<file path="src/pvsr_pkg.sv">
package pvsr_pkg;

    // ----------------------------------------------------------------
    // command codes and pages
    // ----------------------------------------------------------------
    localparam logic [7:0] CMD_SUMMARY_WORD = 8'h79;
    localparam logic [7:0] CMD_OUTPUT_VOLTAGE_SUMMARY_STATUS = 8'h7a;
    localparam logic [7:0] PAGE_RAIL_A = 8'h00;
    localparam logic [7:0] PAGE_RAIL_B = 8'h01;
    localparam logic [7:0] PAGE_ALL = 8'hff;
    localparam int RAILS = 2;
    localparam int SYNC_STAGES = 3;

    // ----------------------------------------------------------------
    // output voltage status byte layout
    // ----------------------------------------------------------------
    localparam int VS_OVF_BIT = 7;
    localparam int VS_UVF_BIT = 4;
    localparam int VS_LIMIT_BIT = 3;
    localparam logic [7:0] VS_WRITABLE_MASK = 8'h98;
    localparam logic [7:0] VS_RESET = 8'h00;

    // ----------------------------------------------------------------
    // summary word layout
    // ----------------------------------------------------------------
    localparam int SW_OUTPUT_VOLTAGE_SUMMARY_BIT = 15;
    localparam int SW_OUTPUT_CURRENT_SUMMARY_BIT = 14;
    localparam int SW_INPUT_BIT = 13;
    localparam int SW_VENDOR_BIT = 12;
    localparam int SW_POWER_GOOD_LIVE_BIT = 11;
    localparam int SW_OFF_BIT = 6;
    localparam int SW_OV_BIT = 5;
    localparam int SW_OC_BIT = 4;
    localparam int SW_INPUT_UNDERVOLTAGE_FLAG_BIT = 3;
    localparam int SW_TEMP_BIT = 2;
    localparam int SW_CML_BIT = 1;
    localparam int SW_OTHER_BIT = 0;
    localparam logic [15:0] SW_RESET = 16'h0000;

    // ----------------------------------------------------------------
    // detail bits taken from neighbouring status registers
    // ----------------------------------------------------------------
    localparam int OUTPUT_CURRENT_SUMMARY_OCF_BIT = 7;
    localparam int OUTPUT_CURRENT_SUMMARY_OCW_BIT = 5;
    localparam int INPUT_LOCKOUT_BIT = 3;

    // ----------------------------------------------------------------
    // carriers
    // ----------------------------------------------------------------
    typedef struct packed {
        logic valid;
        logic write;
        logic word;
        logic [7:0] code;
        logic [7:0] page;
        logic [7:0] data;
    } pvsr_req_s;

    typedef struct packed {
        logic done;
        logic invalid;
        logic [15:0] data;
    } pvsr_rsp_s;

    typedef struct packed {
        logic ov_evt;
        logic uv_evt;
        logic limit_evt;
        logic not_powered;
        logic [7:0] output_current_status;
    } pvsr_rail_in_s;

    typedef struct packed {
        logic [7:0] input_status;
        logic [7:0] vendor_status;
        logic temp_flag;
        logic cml_flag;
        logic other_flag;
    } pvsr_shared_in_s;

endpackage : pvsr_pkg

</file>
<file path="src/pvsr_sync.sv">
`timescale 1ns/100ps
`default_nettype none

module pvsr_sync
(
    input wire logic clock,
    input wire logic rst_n,
    input wire logic raw,
    output logic level
);
    import pvsr_pkg::*;

    logic [SYNC_STAGES-1:0] stage;

    // ----------------------------------------------------------------
    // three-stage capture
    // ----------------------------------------------------------------
    // only stage 1 reads stage 0, keeping metastability contained
    always_ff @(posedge clock or negedge rst_n)
    begin
        if (!rst_n)
        begin
            stage <= '0;
        end
        else
        begin
            stage <= {stage[SYNC_STAGES-2:0], raw};
        end
    end

    // accept a change only once the last two stages agree
    always_ff @(posedge clock or negedge rst_n)
    begin
        if (!rst_n)
        begin
            level <= 1'b0;
        end
        else if (stage[1] == stage[2])
        begin
            level <= stage[2];
        end
    end

endmodule : pvsr_sync

`default_nettype wire

</file>
<file path="src/pvsr_status.sv">
`timescale 1ns/100ps
`default_nettype none

module pvsr_status
(
    input wire logic clock,
    input wire logic rst_n,
    input wire pvsr_pkg::pvsr_req_s req,
    output pvsr_pkg::pvsr_rsp_s rsp,
    input wire logic clear_faults,
    input wire pvsr_pkg::pvsr_rail_in_s [1:0] rail_in,
    input wire pvsr_pkg::pvsr_shared_in_s shared_in,
    input wire logic rail_a_ready_pin,
    input wire logic rail_b_ready_pin,
    output logic [1:0][7:0] output_voltage_status,
    output logic [1:0][15:0] summary_status_word
);
    import pvsr_pkg::*;

    // ----------------------------------------------------------------
    // decoding helpers
    // ----------------------------------------------------------------

    // page value is one this block answers to
    function automatic logic page_known(input logic [7:0] page);
        page_known = (page == PAGE_RAIL_A) || (page == PAGE_RAIL_B) || (page == PAGE_ALL);
    endfunction : page_known

    // does a page reach a rail; the all-page reads rail A, writes all
    function automatic logic page_hits(input logic [7:0] page, input int rail, input logic wr);
        logic hit;
        hit = 1'b0;
        if (page == PAGE_ALL)
        begin
            hit = wr || (rail == 0);
        end
        else if ((rail == 0) && (page == PAGE_RAIL_A))
        begin
            hit = 1'b1;
        end
        else if ((rail == 1) && (page == PAGE_RAIL_B))
        begin
            hit = 1'b1;
        end
        page_hits = hit;
    endfunction : page_hits

    // ----------------------------------------------------------------
    // request classification
    // ----------------------------------------------------------------
    logic hit_word;
    logic hit_output_voltage_summary;
    logic word_read_ok;
    logic output_voltage_summary_read_ok;
    logic output_voltage_summary_write_ok;
    logic req_invalid;

    // shape checks on the two commands owned here
    assign hit_word = req.valid && (req.code == CMD_SUMMARY_WORD);
    assign hit_output_voltage_summary = req.valid && (req.code == CMD_OUTPUT_VOLTAGE_SUMMARY_STATUS);
    assign word_read_ok = hit_word && !req.write && req.word && page_known(req.page);
    assign output_voltage_summary_read_ok = hit_output_voltage_summary && !req.write && !req.word && page_known(req.page);
    assign output_voltage_summary_write_ok = hit_output_voltage_summary && req.write && !req.word && page_known(req.page);
    // any write to the summary word falls here and touches nothing
    assign req_invalid = (hit_word && !word_read_ok)
        || (hit_output_voltage_summary && !output_voltage_summary_read_ok && !output_voltage_summary_write_ok);

    // ----------------------------------------------------------------
    // ready pin capture
    // ----------------------------------------------------------------
    logic [1:0] ready_raw;
    logic [1:0] ready_level;

    assign ready_raw = {rail_b_ready_pin, rail_a_ready_pin};

    genvar gs;
    generate
        for (gs = 0; gs < RAILS; gs++)
        begin : g_sync
            pvsr_sync u_sync
            (
                .clock(clock),
                .rst_n(rst_n),
                .raw(ready_raw[gs]),
                .level(ready_level[gs])
            );
        end
    endgenerate

    // ----------------------------------------------------------------
    // shared summary terms
    // ----------------------------------------------------------------
    logic input_any;
    logic vendor_any;
    logic input_lockout;

    // input and vendor detail is shared by both rails
    assign input_any = |shared_in.input_status;
    assign vendor_any = |shared_in.vendor_status;
    assign input_lockout = shared_in.input_status[INPUT_LOCKOUT_BIT];

    // ----------------------------------------------------------------
    // per-rail flags and summary
    // ----------------------------------------------------------------
    logic [1:0][7:0] vs_flags;
    logic [1:0][15:0] next_summary;

    genvar gr;
    generate
        for (gr = 0; gr < RAILS; gr++)
        begin : g_rail
            logic [7:0] set_bits;
            logic [7:0] clr_bits;
            logic [7:0] output_current_summary;

            // conditions present this cycle
            assign set_bits[VS_OVF_BIT] = rail_in[gr].ov_evt;
            assign set_bits[VS_UVF_BIT] = rail_in[gr].uv_evt;
            assign set_bits[VS_LIMIT_BIT] = rail_in[gr].limit_evt;
            assign set_bits[6:5] = 2'b00;
            assign set_bits[2:0] = 3'b000;

            // clear_faults, or ones written to writable bits of a page that reaches this rail
            assign clr_bits = (clear_faults ? VS_WRITABLE_MASK : 8'h00)
                | ((output_voltage_summary_write_ok && page_hits(req.page, gr, 1'b1))
                    ? (req.data & VS_WRITABLE_MASK) : 8'h00);

            // set wins over clear, so a persisting condition stays flagged
            always_ff @(posedge clock or negedge rst_n)
            begin
                if (!rst_n)
                begin
                    vs_flags[gr] <= VS_RESET;
                end
                else
                begin
                    vs_flags[gr] <= ((vs_flags[gr] & ~clr_bits) | set_bits) & VS_WRITABLE_MASK;
                end
            end

            assign output_current_summary = rail_in[gr].output_current_status;

            // summary built from detail so it clears with it
            always_comb
            begin
                next_summary[gr] = SW_RESET;
                next_summary[gr][SW_OUTPUT_VOLTAGE_SUMMARY_BIT] = |vs_flags[gr];
                next_summary[gr][SW_OUTPUT_CURRENT_SUMMARY_BIT] = |output_current_summary;
                next_summary[gr][SW_INPUT_BIT] = input_any;
                next_summary[gr][SW_VENDOR_BIT] = vendor_any;
                next_summary[gr][SW_POWER_GOOD_LIVE_BIT] = !ready_level[gr];
                next_summary[gr][SW_OFF_BIT] = rail_in[gr].not_powered;
                next_summary[gr][SW_OV_BIT] = vs_flags[gr][VS_OVF_BIT];
                next_summary[gr][SW_OC_BIT] = output_current_summary[OUTPUT_CURRENT_SUMMARY_OCF_BIT];
                next_summary[gr][SW_INPUT_UNDERVOLTAGE_FLAG_BIT] = input_lockout;
                next_summary[gr][SW_TEMP_BIT] = shared_in.temp_flag;
                next_summary[gr][SW_CML_BIT] = shared_in.cml_flag;
                next_summary[gr][SW_OTHER_BIT] = vs_flags[gr][VS_UVF_BIT]
                    || output_current_summary[OUTPUT_CURRENT_SUMMARY_OCW_BIT]
                    || shared_in.other_flag;
            end
        end
    endgenerate

    // ----------------------------------------------------------------
    // observation outputs
    // ----------------------------------------------------------------
    // both ports lag the live state by one cycle; reads use the live value
    always_ff @(posedge clock or negedge rst_n)
    begin
        if (!rst_n)
        begin
            summary_status_word <= '0;
            output_voltage_status <= '0;
        end
        else
        begin
            summary_status_word <= next_summary;
            output_voltage_status <= vs_flags;
        end
    end

    // ----------------------------------------------------------------
    // read data selection
    // ----------------------------------------------------------------
    logic [15:0] next_data;

    // unreached bits of the byte read sit at zero
    always_comb
    begin
        next_data = 16'h0000;
        if (word_read_ok)
        begin
            next_data = page_hits(req.page, 0, 1'b0) ? next_summary[0] : next_summary[1];
        end
        else if (output_voltage_summary_read_ok)
        begin
            next_data = {8'h00, page_hits(req.page, 0, 1'b0) ? vs_flags[0] : vs_flags[1]};
        end
    end

    // ----------------------------------------------------------------
    // answer register
    // ----------------------------------------------------------------
    // foreign command codes get no answer so the engine can route them
    always_ff @(posedge clock or negedge rst_n)
    begin
        if (!rst_n)
        begin
            rsp <= '0;
        end
        else
        begin
            rsp.done <= hit_word || hit_output_voltage_summary;
            rsp.invalid <= req_invalid;
            rsp.data <= next_data;
        end
    end

endmodule : pvsr_status

`default_nettype wire

</file>
<file path="config.mk">
export PLATFORM = sky130hd
export DESIGN_NAME = pvsr_status
export DESIGN_NICKNAME = d
export VERILOG_FILES = /design/src/pvsr_pkg.sv /design/src/pvsr_sync.sv /design/src/pvsr_status.sv
export SDC_FILE = /design/constraint.sdc
export NUM_CORES = 1
export LEC_CHECK = 0
export ABC_CLOCK_PERIOD_IN_PS = 3080
export BUFFER_PORTS_ARGS = -buffer_cell sky130_fd_sc_hd__clkbuf_2
export CORE_ASPECT_RATIO = 1.5
export CORE_MARGIN = 2
export CORE_UTILIZATION = 45
export DETAILED_ROUTE_END_ITERATION = 8
export PLACE_DENSITY = 0.83
export SYNTH_ARGS = -nofsm -noshare
export SYNTH_HDL_FRONTEND = slang
export SYNTH_SLANG_ARGS = --single-unit
</file>
<file path="constraint.sdc">
create_clock -name clock -period 3.08 [get_ports clock]
set_input_delay 0.308 -clock clock [delete_from_list [all_inputs] [get_ports clock]]
set_output_delay 0.308 -clock clock [all_outputs]
set_load 0.01 [all_outputs]
</file>
== After elaboration in Yosys (flattened, before gate mapping) ==
Index checks and enable logic that the tools add are counted.

* $mul: 0
* Mux-type cells: 14
* $add $sub $neg: 0
* Reductions and logical operators: 38
* Shift-type cells: 0
* Eq/ne operators: 6
* Bitwise gates (word level): 8
* Divide/modulo/power cells: 0
* Magnitude comparators: 0

{| class="wikitable"
|+ Operators by type and width
! kind !! count
|-
| $mux W8 || 5
|-
| $mux W16 || 2
|-
| $or A8 B8 Y8 || 4
|-
| $reduce_or A8 Y1 || 4
|-
| $and A8 B8 Y8 || 2
|-
| $eq A8 B7 Y1 const B || 2
|-
| $logic_and A1 B1 Y1 || 16
|-
| $not A8 Y8 || 2
|-
| $eq A8 B1 Y1 const B || 1
|-
| $eq A8 B8 Y1 const B || 1
|-
| $logic_not A8 Y1 || 1
|-
| $logic_or A1 B1 Y1 || 8
|-
| $logic_not A1 Y1 || 7
|-
| $mux W1 || 7
|-
| $reduce_or A3 Y1 || 2
|-
| $eq A1 B1 Y1 || 2
|}

* Memory bits (read-only): 0
* Memories kept: 0
* Register bits after elaboration: 62
* Input bits: 75
* Latch bits: 0
* Word-level logic and storage cells: 79
* Bits in writable memories: 0

== Depth between registers and ports, before layout ==
Gate-level depths: netlist of the first run.

* Depth in word-level cells: 11
* Depth in mapped cells: 6
* Depth with buffers taken out: 5

== Hierarchy ==
From an unflattened synthesis of the first run, not the netlist that was laid out.

* Cell total of the unflattened synthesis: 166
* Area total of the unflattened synthesis: 2102.0 um^2

{| class="wikitable"
|+ By module, submodules not included
! module !! cells each !! times used !! area each (um^2)
|-
| pvsr_status || 156 || 1 || 1879.3
|-
| pvsr_sync || 5 || 2 || 111.4
|}

== Least setup slack after synthesis of the first run ==
Ideal clock, no wire load.

* Path kind: input-to-reg
* Start point: input req[23] (netlist name)
* End point: register vs_flags (netlist bit next_summary[5])
* Data required time: 2.960 ns
* Path slack: 1.625 ns
* Data arrival time: 1.335 ns
* Cell stages on the path: 6
* Cell sequence: nand4b_1 > nor3_1 > and3b_1 > buf_2 > nand4_1 > a31o_2

* Cells in the longest elaborated chain, start to end: 11

{| class="wikitable"
|+ Ends and longest elaborated chain
! item !! RTL line !! source
|-
| start: declaration || pvsr_status.sv:8 || <nowiki>input wire pvsr_pkg::pvsr_req_s req,</nowiki>
|-
| $eq A8 B7 Y1 || pvsr_status.sv:60 || <nowiki>assign hit_output_voltage_summary = req.valid && (req.code == CMD_OUTPUT_VOLTAGE_SUMMARY_STATUS);</nowiki>
|-
| $logic_and A1 B1 Y1 || pvsr_status.sv:60 ||
|-
| $logic_and A1 B1 Y1 (3 in series) || pvsr_status.sv:63 || <nowiki>assign output_voltage_summary_write_ok = hit_output_voltage_summary && req.write && !req.word && page_known(re ...</nowiki>
|-
| $logic_and A1 B1 Y1 || pvsr_status.sv:125 || <nowiki>| ((output_voltage_summary_write_ok && page_hits(req.page, gr, 1'b1))</nowiki>
|-
| $mux W8 || pvsr_status.sv:126 || <nowiki>? (req.data & VS_WRITABLE_MASK) : 8'h00);</nowiki>
|-
| $or A8 B8 Y8 || pvsr_status.sv:125 ||
|-
| $not A8 Y8 || pvsr_status.sv:137 || <nowiki>vs_flags[gr] <= ((vs_flags[gr] & ~clr_bits) | set_bits) & VS_WRITABLE_MASK;</nowiki>
|-
| $and A8 B8 Y8 || pvsr_status.sv:137 ||
|-
| $or A8 B8 Y8 || pvsr_status.sv:137 ||
|-
| end signal: indexed assignment || pvsr_status.sv:137 ||
|-
| end: declaration || pvsr_status.sv:105 || <nowiki>logic [1:0][7:0] vs_flags;</nowiki>
|}

Every way passes these cells.
A chain may end at the register's enable or synchronous reset.

== Final worst setup path of the first run ==
* Start point: input req[9] (netlist name)
* End point: register vs_flags[4] (netlist name)

* Cells in the longest elaborated chain, start to end: 10
* Elaborated cells on any way between the ends: 14

{| class="wikitable"
|+ Ends and longest elaborated chain
! item !! RTL line !! source
|-
| $eq A8 B1 Y1 / $logic_not A8 Y1 (equally long branches) || - ||
|-
| $logic_or A1 B1 Y1 (2 in series) || pvsr_status.sv:26 || <nowiki>page_known = (page == PAGE_RAIL_A) || (page == PAGE_RAIL_B) || (page == PAGE_ALL);</nowiki>
|-
| $logic_and A1 B1 Y1 || pvsr_status.sv:63 ||
|-
| $logic_and A1 B1 Y1 * || pvsr_status.sv:125 ||
|-
| $mux W8 * || pvsr_status.sv:126 ||
|-
| $or A8 B8 Y8 * || pvsr_status.sv:125 ||
|-
| $not A8 Y8 * || pvsr_status.sv:137 ||
|-
| $and A8 B8 Y8 * || pvsr_status.sv:137 ||
|-
| $or A8 B8 Y8 * || pvsr_status.sv:137 ||
|}

Mark *: on every way between the ends. The rest lies on a longest branch, timed or not.

==> impl_metrics.csv, run 1 <==
group,metric,value,unit
logic_synthesis,ys_warn_count,0,
critical_path,cp-start-kind,"input port",
critical_path,r2r_cells,3,
critical_path,cpMaxStageDelayCell,"o21ai_4",
logic_synthesis,synth_cells,166,
route,wl_per_cell,12.9,µm
cells_and_area,area_growth,26.8,%
timing,fin_crit,1.60,ns
placed_design,dpl_cell_area,2580,µm²
timing,fmax,0.625,GHz
cells_and_area,fin_nets,352,
power_and_ir_drop,p_total,1.23,mW
timing,setup_viol,0,
cells_and_area,num_antenna_cells,0,
floorplanning,core_area,4500,µm²
route,drc,0,
route,drtAntennaViolNets,0,
logic_synthesis,synth_common_cells,"dfrtp_1 (52), buf_4 (28), nor2_1 (8), nor4_1 (8)",
clocking,hold_buffers,0,
floorplanning,die_h,87.8,µm
global_route,grt_pass1_vias,1479,
placed_design,gp_congestion,0.722,
timing,finalWorstSetupSlack,1.48,ns
timing,fin_crit_sh,51.9,%
logic_synthesis,synth_top_area_share,61.7,%
power_and_ir_drop,powerDensity,460,nW/µm²
logic_synthesis,synth_edf_count,0,
floorplanning,start_util,46.8,%
logic_synthesis,ys_types,33,
clocking,path_clk_slew,0.08,ns
clocking,cts_htree_levels,2,
clocking,cts_root_buf,"clkbuf_8",
clocking,cts_sinks,52,
global_route,grt_pass1_wl,6390,µm
route,drtIter0Drc,22,
cells_and_area,drive_above_1_share,48.6,%
min_path,holdCritPathClass,"input port to async pin",
cells_and_area,finish.instance_area,2670,µm²
cells_and_area,regArea,1300,µm²
route,vias_per_cell,4.85,
clocking,cts_resized,0,
global_route,overflow,0,
cells_and_area,utilization,59.4,%
clocking,cts_setup_buffers,0,
clocking,clkLatencyLatePin,0.29,ns
logic_synthesis,netlist_top_cells_area,"dfrtp_1 (62%), buf_4 (10%), mux2i_1 (3.3%), nor4_1 (2.4%), a21oi_2 (1.7%)",
critical_path,cp.arrival,1.79,ns
critical_path,rr_startpoint,"vs_flags[12]",
cells_and_area,stdcell_count,326,
run_status,status,"complete, no violations",
timing,setup_tns,0,ns
critical_path,cp-end-kind,"flop",
timing,worst_pin_slew,0.612,ns
timing,slew_viol_final,0,
critical_path,crit_family,"compound AO/OA/AOI/OAI gates",
clocking,clock_path_buffers,2,
timing,skew,0.00402,ns
floorplanning,die_area,5260,µm²
logic_synthesis,ys_seq_area_share,61.7,%
clocking,cts_made_buffers,5,
critical_path,crit_chain,"clkbuf_2, nor4_2, nand2_2, o21ai_4, nand4_1, a31o_2",
critical_path,r2r-end,"rsp[0]",
timing,finalHoldViolCount,0,
logic_synthesis,synth_flop_cell,"dfrtp_1",
clocking,tritoncts,"yes",
floorplanning,dieWidth,59.9,µm
cells_and_area,fill_cells,404,
logic_synthesis,async_flop_share,100,%
logic_synthesis,yosysTopAreaCell,"dfrtp_1",
critical_path,worstPathRequired,3.27,ns
global_route,grt_max_degree,28,
critical_path,cp_max_fo,14,
timing,slew-limit-headroom,59.2,%
critical_path,critPathMaxStageDelay,0.48,ns
route,vias,1580,
logic_synthesis,yosysMostFrequentCell,"dfrtp_1",
placed_design,dp_cells,318,
critical_path,path_class,"input port to flop",
floorplanning,ioPinCount,141,
critical_path,path_buf_inv,1,
global_route,antenna_found_initial,0,
power_and_ir_drop,leakage,1.37,nW
timing,rsz0062_at_grt,"false",
logic_synthesis,ys_ff_latch,52,
cells_and_area,multi_input_area,618,µm²
timing,whs,0.00774,ns
global_route,grtUsageTotal,16.3,%
logic_synthesis,syn-cell-area,2110,µm²
placed_design,hpwl,3360,µm
route,drt-pass1-iter-count,4,
run,drv_cap,0,
placed_design,pre_cts_ws,1.19,ns
route,wirelength,4210,µm
logic_synthesis,syn_area_per_cell,12.7,µm²
critical_path,r2r_setup_slack,1.95,ns
floorplanning,fp-row-count,30,
placed_design,io_buffers,114,
power_and_ir_drop,peakVddDrop,0.174,mV
-- metal layers --
| layer | part of all wire [%] | track usage [%] |
|---|---|---|
| met1 | 36 | 17.6 |
| met2 | 55 | 28.9 |
| met4 | 2.9 | 9.09 |
| met3 | 6.5 | 3.25 |
| met5 | 0 | 0 |
-- worst max-delay path by stage --
stage / startpoint / to / slack [ns] / cells after the start
3_5_place_dp: req[9] / vs_flags[4] / 1.19 / 6
4_1_cts: req[9] / vs_flags[4] / 1.51 / 6
2_1_floorplan: req[23] / next_summary[5] / 1.62 / 6
5_1_grt: req[9] / vs_flags[4] / 1.32 / 6
3_3_place_gp: req[9] / vs_flags[4] / 1.21 / 6
6_report: req[9] / vs_flags[4] / 1.48 / 6
-- sequential cells by signal (all words and copies together), names as in the netlist --
signal,count
output_voltage_status,4
vs_flags,4
next_summary,2
summary_status_word,19
rsp,15
g_sync.u_sync.level,2
g_sync.u_sync.stage,6
-- layout make-up --
type,instances,share of cell area (%)
sequential,52,48.7
multi-input combinational,96,23.1
timing repair buffer,115,21.6
clock buffer,8,3.37
tap,48,2.25
inverter,7,0.983
-- placed cells by master, fill, tap and decap left out, types with 2 or more instances in the layout --
master,count
nand4b_1,4
clkbuf_8,6
nor2_1,8
maj3_1,2
o22ai_1,2
a21oi_2,4
nand2b_1,2
nor3_1,2
dfrtp_1,52
and3b_1,2
nor4_1,8
or3_1,4
conb_1,21
nand4_1,5
clkbuf_2,114
mux2i_1,7
a31o_2,3
clkbuf_1,2
inv_1,7
a31o_1,3
nand2_1,6
nand3b_1,2
-- kinds of logic (layout without fill, tap and decap cells) --
group | Yosys count | in the layout | synth area share [%]
buf+inv | 38 | 130 | 12.5
other cells | 1 | 21 | 0.178
mux | 7 | 7 | 3.32
flops | 52 | 52 | 61.7
simple gates | 48 | 48 | 13.9
fa+ha+maj | 2 | 2 | 0.950
compound gates | 18 | 18 | 7.42
-- power breakdown --
group	leakage [nW]	switching (mW)	internal, mW	total, mW
sequential	0.609	0.0143	0.708	0.722
combinational	0.711	0.0699	0.0575	0.127
clock	0.0455	0.198	0.183	0.381
total	1.37	0.282	0.949	1.23
-- worst register-to-register path, cell delays in order, from the launching register on --
cell and delay (ns):
dfrtp_1 0.43, or3_1 0.40, mux2i_1 0.13, nor2_1 0.05
No activity file was read; power rests on OpenSTA's default activity.
==> run 2, diff against run 1 <==
- ABC_AREA: default -> 1
- ABC_CLOCK_PERIOD_IN_PS: 3080 -> 1600
- CORE_UTILIZATION: 45 -> 43
- PLACE_DENSITY: 0.83 -> 0.78
- clock period: 3.08 -> 1.6 ns (I/O delays scaled with it)
==> run 2 against run 1 <==
  * Power up 110%
  * Critical endpoint is now rsp[15]
  * Via count is 19% higher
  * Non-clock buffer count grew 10
  * Setup slack worse by 0.94 ns
==> impl_metrics.csv, run 2 <==
group,metric,value,unit
global_route,grtUsageTotal,15.6,%
run,drv_cap,0,
logic_synthesis,synth_edf_count,0,
placed_design,hpwl,3690,µm
floorplanning,start_util,43.8,%
power_and_ir_drop,leakage,1.76,nW
route,drc,0,
floorplanning,dieWidth,64.4,µm
critical_path,cp-end-kind,"flop",
logic_synthesis,synth_cells,247,
logic_synthesis,syn-cell-area,2350,µm²
clocking,cts_root_buf,"clkbuf_8",
floorplanning,ioPinCount,141,
timing,slew_viol_final,0,
run_status,status,"complete, no violations",
critical_path,critPathMaxStageDelay,0.46,ns
logic_synthesis,yosysTopAreaCell,"dfrtp_1",
cells_and_area,largest_reg_flops,19,
cells_and_area,stdcell_count,440,
global_route,antenna_found_initial,0,
timing,setup_viol,0,
floorplanning,die_area,6090,µm²
critical_path,cp_max_fo,5,
critical_path,path_class,"flop to flop",
clocking,cts_resized,0,
route,wl_per_cell,10.3,µm
logic_synthesis,synth_flop_cell,"dfrtp_1",
cells_and_area,drive_above_1_share,42.4,%
route,drtAntennaViolNets,0,
timing,fin_crit,1.06,ns
timing,finalWorstSetupSlack,0.537,ns
cells_and_area,final_cell_mix,"clkbuf_2 (114), nand2_1 (53), dfrtp_1 (52), inv_1 (37), conb_1 (21)",
critical_path,crit_chain,"nor3_1, nand2_1, o21ai_1, nor2_2",
placed_design,io_buffers,114,
logic_synthesis,async_flop_share,100,%
critical_path,cp.arrival,1.25,ns
global_route,grt_max_degree,53,
power_and_ir_drop,peakVddDrop,0.408,mV
logic_synthesis,netlist_top_cells_area,"dfrtp_1 (55%), buf_4 (8.9%), nand2_1 (8.5%), inv_1 (5.9%), nor2_1 (3.2%)",
critical_path,cp-start-kind,"flop",
global_route,grt_pass1_vias,1734,
global_route,grt_pass1_wl,7370,µm
cells_and_area,num_antenna_cells,0,
timing,rsz0062_at_grt,"false",
logic_synthesis,synth_common_cells,"nand2_1 (53), dfrtp_1 (52), inv_1 (37), buf_4 (28), nor2_1 (20)",
clocking,cts_made_buffers,5,
logic_synthesis,synth_top_area_share,55.3,%
critical_path,cpMaxStageDelayCell,"dfrtp_1",
floorplanning,core_area,5370,µm²
logic_synthesis,ys_seq_area_share,55.3,%
critical_path,worstPathRequired,1.78,ns
route,wirelength,4530,µm
timing,finalHoldViolCount,0,
placed_design,gp_congestion,0.706,
route,drt-pass1-iter-count,4,
cells_and_area,largest-register,"summary_status_word",
route,vias_per_cell,4.26,
placed_design,dpl_cell_area,2880,µm²
logic_synthesis,ys_types,23,
min_path,holdCritPathClass,"input port to flop",
floorplanning,die_h,94.6,µm
cells_and_area,area_growth,31.2,%
clocking,clock_path_buffers,2,
route,vias,1873,
cells_and_area,top_regs,"summary_status_word: 19 flops, rsp: 15 flops, g_sync.u_sync.stage: 6 flops",
power_and_ir_drop,powerDensity,848,nW/µm²
global_route,overflow,0,
cells_and_area,final_common_cell,"clkbuf_2",
clocking,cts_htree_levels,2,
route,drtIter0Drc,82,
placed_design,pre_cts_ws,0.278,ns
timing,fin_crit_sh,66.4,%
clocking,tritoncts,"yes",
timing,skew,0.0101,ns
cells_and_area,fin_nets,444,
placed_design,dp_cells,424,
cells_and_area,finish.instance_area,3090,µm²
logic_synthesis,syn_area_per_cell,9.52,µm²
cells_and_area,fill_cells,492,
clocking,path_clk_slew,0.09,ns
logic_synthesis,ys_warn_count,0,
logic_synthesis,ys_ff_latch,52,
logic_synthesis,yosysMostFrequentCell,"nand2_1",
clocking,clkLatencyLatePin,0.30,ns
timing,fmax,0.941,GHz
floorplanning,fp-row-count,33,
clocking,cts_sinks,52,
timing,setup_tns,0,ns
## run 2: cell count changes after synthesis, moves of 4 or more
cell,previous run,this run
nand3_1,0,10
mux2i_1,7,0
nor2_2,0,9
nor4_1,8,4
or3_1,4,0
nor2_1,8,20
nand4b_1,4,0
inv_1,7,37
nand2_1,6,53
nand2_2,1,6
## run 2: logic make-up (layout without fill, tap and decap cells)
logic type,count (synthesis),in the layout,synth area share (%)
AOI/OAI and AO/OA,8,8,2.66
adders and majority gates,2,2,0.851
buffers and inverters,67,170,16.0
DFF,52,52,55.3
other,1,21,0.159
and+or+nand+nor,117,117,25.1
## run 2: layout make-up
type,count,area (µm²),share of cell area [%]
Tap cell,70,87.6,2.84
Timing Repair Buffer,125,686,22.2
Sequential cell,52,1300,42.2
Inverter,37,139,4.50
Clock buffer,6,82.6,2.68
Multi-Input combinational cell,148,751,24.3
Clock inverter,2,38.8,1.26
## run 2: repair_timing
action                    in CTS  in global routing
hold endpoints to repair      58                  1
hold buffers                   7                  1
buffers inserted               0                  0
## run 2: through the flow
step	utilization, %	hold slack (ns)	power [mW]
final	57.5	0.0169	2.62
after global routing	57.5	0.000474	2.75
after global placement	53.7	0.165	1.71
after CTS	57.3	0.000363	2.63
after detailed placement	53.7	0.167	1.72
after floorplan	-	-0.136	1.58
## run 2: worst paths after layout
| check | from | endpoint | slack (ns) | cells past startpoint |
|---|---|---|---|---|
| worst max-delay path | vs_flags[4] | rsp[15] | 0.54 | 4 |
| worst min-delay path | rail_in[7] | summary_status_word[4] | 0.02 | 1 |
| worst max register to register | vs_flags[4] | rsp[15] | 0.54 | 4 |
| worst min register to register | g_sync[1].u_sync.stage[0] | g_sync[1].u_sync.stage[1] | 0.36 | 0 |
| max in group asynchronous | rst_n | rsp[1] | 0.98 | 3 |
| min in group asynchronous | rst_n | next_summary[5] | 0.37 | 3 |
## run 2: where the power goes
group / switching, mW / leakage (nW) / internal (mW)
Clock: 0.406 / 0.0614 / 0.511
Combinational: 0.174 / 1.09 / 0.138
Sequential: 0.0260 / 0.608 / 1.36
Total: 0.605 / 1.76 / 2.01
## run 2: worst max-delay path, delay by kind of cell (launching register included)
kind | cells | cell delay, ns
AOI/OAI and AO/OA | 1 | 0.09
and+or+nand+nor | 3 | 0.40
DFF | 1 | 0.46
## run 2: layer usage
metal / routed length (µm) / part of all wire, % / global-route usage (%) / up-vias
li1: - / - / - / 941
met1: 1660 / 37 / 17.3 / 832
met2: 2400 / 53 / 28.6 / 90
met3: 326 / 7.2 / 2.15 / 10
met4: 149 / 3.3 / 8.33 / 0
met5: 0 / 0 / 0 / -
==> run 3, diff against run 2 <==
- ABC_AREA: 1 -> 0
- ABC_CLOCK_PERIOD_IN_PS: 1600 -> 1000
- CORE_UTILIZATION: 43 -> 41
- PLACE_DENSITY: 0.78 -> 0.77
- clock period: 1.6 -> 1 ns (I/O delays scaled with it)
==> run 3 against run 2 <==
  * The flow now finishes with violations (negative setup slack)
  * Sequential power grew 60%
  * Critical path depth is 3 higher
  * Clock-buffer cell count increased by 2
  * Via count is 7.1% lower
  * Global-route usage increased by 0.77 points
  * Routed wire length is 5.2% higher
  * Register-to-register slack worse by 0.65 ns
  * Power grew 50%
  * Cell count shrank 13%
  * Hold slack lost 0.0057 ns
  * Critical endpoint is now next_summary[21]
  * Highest routed layer unchanged
==> impl_metrics.csv, run 3 (synthesized netlist as in run 1, its figures left out) <==
group,metric,value,unit
cells_and_area,largest_reg_flops,19,
clocking,cts_root_buf,"clkbuf_8",
critical_path,critPathMaxStageDelay,0.28,ns
floorplanning,core_area,5040,µm²
critical_path,cp.arrival,1.33,ns
critical_path,cp-start-kind,"input port",
cells_and_area,num_antenna_cells,0,
cells_and_area,fin_nets,390,
route,wl_per_cell,12.4,µm
min_path,holdCritPathClass,"input port to flop",
critical_path,cpMaxStageDelayCell,"nor4_4",
global_route,grt_pass1_wl,7330,µm
timing,skew,0.00185,ns
clocking,tritoncts,"yes",
placed_design,dpl_cell_area,2810,µm²
timing,setup_viol,15,
timing,worst_pin_slew,0.510,ns
placed_design,hpwl,3570,µm
timing,rsz0062_at_grt,"true",
cells_and_area,drive_above_1_share,53.2,%
global_route,grt_max_degree,42,
placed_design,pre_cts_ws,-0.445,ns
timing,finalWorstSetupSlack,-0.142,ns
run_status,status,"finished with violations",
route,drtAntennaViolNets,0,
timing,fin_crit_sh,114,%
critical_path,path_buf_inv,2,
floorplanning,fp-row-count,32,
critical_path,crit_family,"simple AND/OR/NAND/NOR gates",
clocking,cts_htree_levels,2,
timing,whs,0.0112,ns
timing,fmax,0.875,GHz
clocking,clock_path_buffers,2,
global_route,overflow,0,
route,vias_per_cell,4.53,
route,drt-pass1-iter-count,4,
timing,finalHoldViolCount,0,
route,vias,1740,
floorplanning,start_util,41.8,%
power_and_ir_drop,peakVddDrop,0.616,mV
clocking,cts_made_buffers,5,
cells_and_area,area_growth,49.2,%
placed_design,gp_congestion,0.750,
clocking,path_clk_slew,0.08,ns
floorplanning,ioPinCount,141,
timing,slew_viol_final,0,
critical_path,cp_max_fo,3,
floorplanning,dieWidth,62.6,µm
power_and_ir_drop,powerDensity,1250,nW/µm²
power_and_ir_drop,leakage,1.57,nW
global_route,grtUsageTotal,16.4,%
route,drc,0,
critical_path,worstPathRequired,1.19,ns
clocking,cts_sinks,52,
placed_design,io_buffers,114,
global_route,antenna_found_initial,0,
critical_path,path_class,"input port to flop",
cells_and_area,largest-register,"summary_status_word",
cells_and_area,final_common_cell,"clkbuf_2",
cells_and_area,final_cell_mix,"clkbuf_2 (112), dfrtp_1 (52), conb_1 (21), buf_4 (18), dlygate4sd3_1 (15)",
global_route,grt_pass1_vias,1672,
floorplanning,die_h,91.8,µm
clocking,clkLatencyLatePin,0.29,ns
critical_path,cp-end-kind,"flop",
route,drtIter0Drc,54,
run_status,violations,"negative setup slack",
floorplanning,die_area,5740,µm²
timing,slew-limit-headroom,65.7,%
cells_and_area,top_regs,"summary_status_word: 19 flops, rsp: 15 flops, g_sync.u_sync.stage: 6 flops",
timing,fin_crit,1.14,ns
cells_and_area,finish.instance_area,3150,µm²
critical_path,crit_chain,"buf_8, nor4_4, nand2_2, buf_6, o21a_1, nand4b_1, a31o_1",
cells_and_area,fill_cells,462,
route,wirelength,4770,µm
run,drv_cap,0,
[run 3: cell count changes in the layout (fill, tap and decap cells not counted), moves of 4 or more]
| cell | previous run | this run |
|---|---|---|
| buf_4 | 2 | 18 |
| buf_6 | 0 | 4 |
| dlygate4sd3_1 | 8 | 15 |
| inv_1 | 37 | 7 |
| mux2i_1 | 0 | 6 |
| nand2_1 | 53 | 6 |
| nand2_2 | 6 | 1 |
| nand3_1 | 10 | 0 |
| nand4b_1 | 0 | 4 |
| nor2_1 | 20 | 7 |
| nor2_2 | 9 | 1 |
| nor4_1 | 4 | 8 |
[run 3: path summary, 6_finish.rpt]
check / from / endpoint / slack (ns) / depth (start not counted)
max in group asynchronous: rst_n / summary_status_word[27] / 0.25 / 3
min in group asynchronous: rst_n / summary_status_word[14] / 0.24 / 2
worst max-delay path: req[9] / next_summary[21] / -0.14 / 7
worst min register to register: g_sync[0].u_sync.stage[0] / g_sync[0].u_sync.stage[1] / 0.35 / 0
worst min-delay path: rail_in[9] / vs_flags[3] / 0.01 / 2
worst max register to register: vs_flags[12] / rsp[0] / -0.11 / 3
[run 3: layer usage]
metal	part of all wire [%]	GRT usage (%)	wire length, µm	up-vias
li1	-	-	-	824
met1	35	17.3	1660	818
met2	57	31.1	2700	87
met3	5.8	3.07	276	11
met4	2.7	7.04	131	0
met5	0	0	0	-
[run 3: where the power goes]
group | internal [mW] | switching (mW)
clock | 0.565 | 0.614
sequential | 2.18 | 0.0372
combinational | 0.280 | 0.261
total | 3.03 | 0.913
[run 3: cell type report]
class | count | area, µm² | area share (%)
clock buffer | 8 | 90.1 | 2.86
inverter | 7 | 26.3 | 0.835
multi-input combinational | 96 | 677 | 21.5
sequential | 52 | 1300 | 41.4
tap | 68 | 85.1 | 2.70
timing repair buffer | 153 | 966 | 30.7
[run 3: timing repair]
item / CTS / global route
setup buffers: 2 / 2
hold buffers: 15 / 0
endpoints found under the setup margin: 15 / 20
gates resized for setup: 6 / 13
hold endpoints to repair: 27 / 0
pin swaps: 5 / 2
[run 3: metrics by stage]
step                std cells  util [%]  power, mW  setup TNS [ns]
finish                    384      62.4       3.94           -1.21
global route              384      62.4       4.12           -1.86
detailed placement        357      55.6       2.73           -7.44
CTS                       382      61.2       3.96           -1.22
global placement          357      55.6       2.72           -6.46
floorplan                 186         -       2.48           -2.78
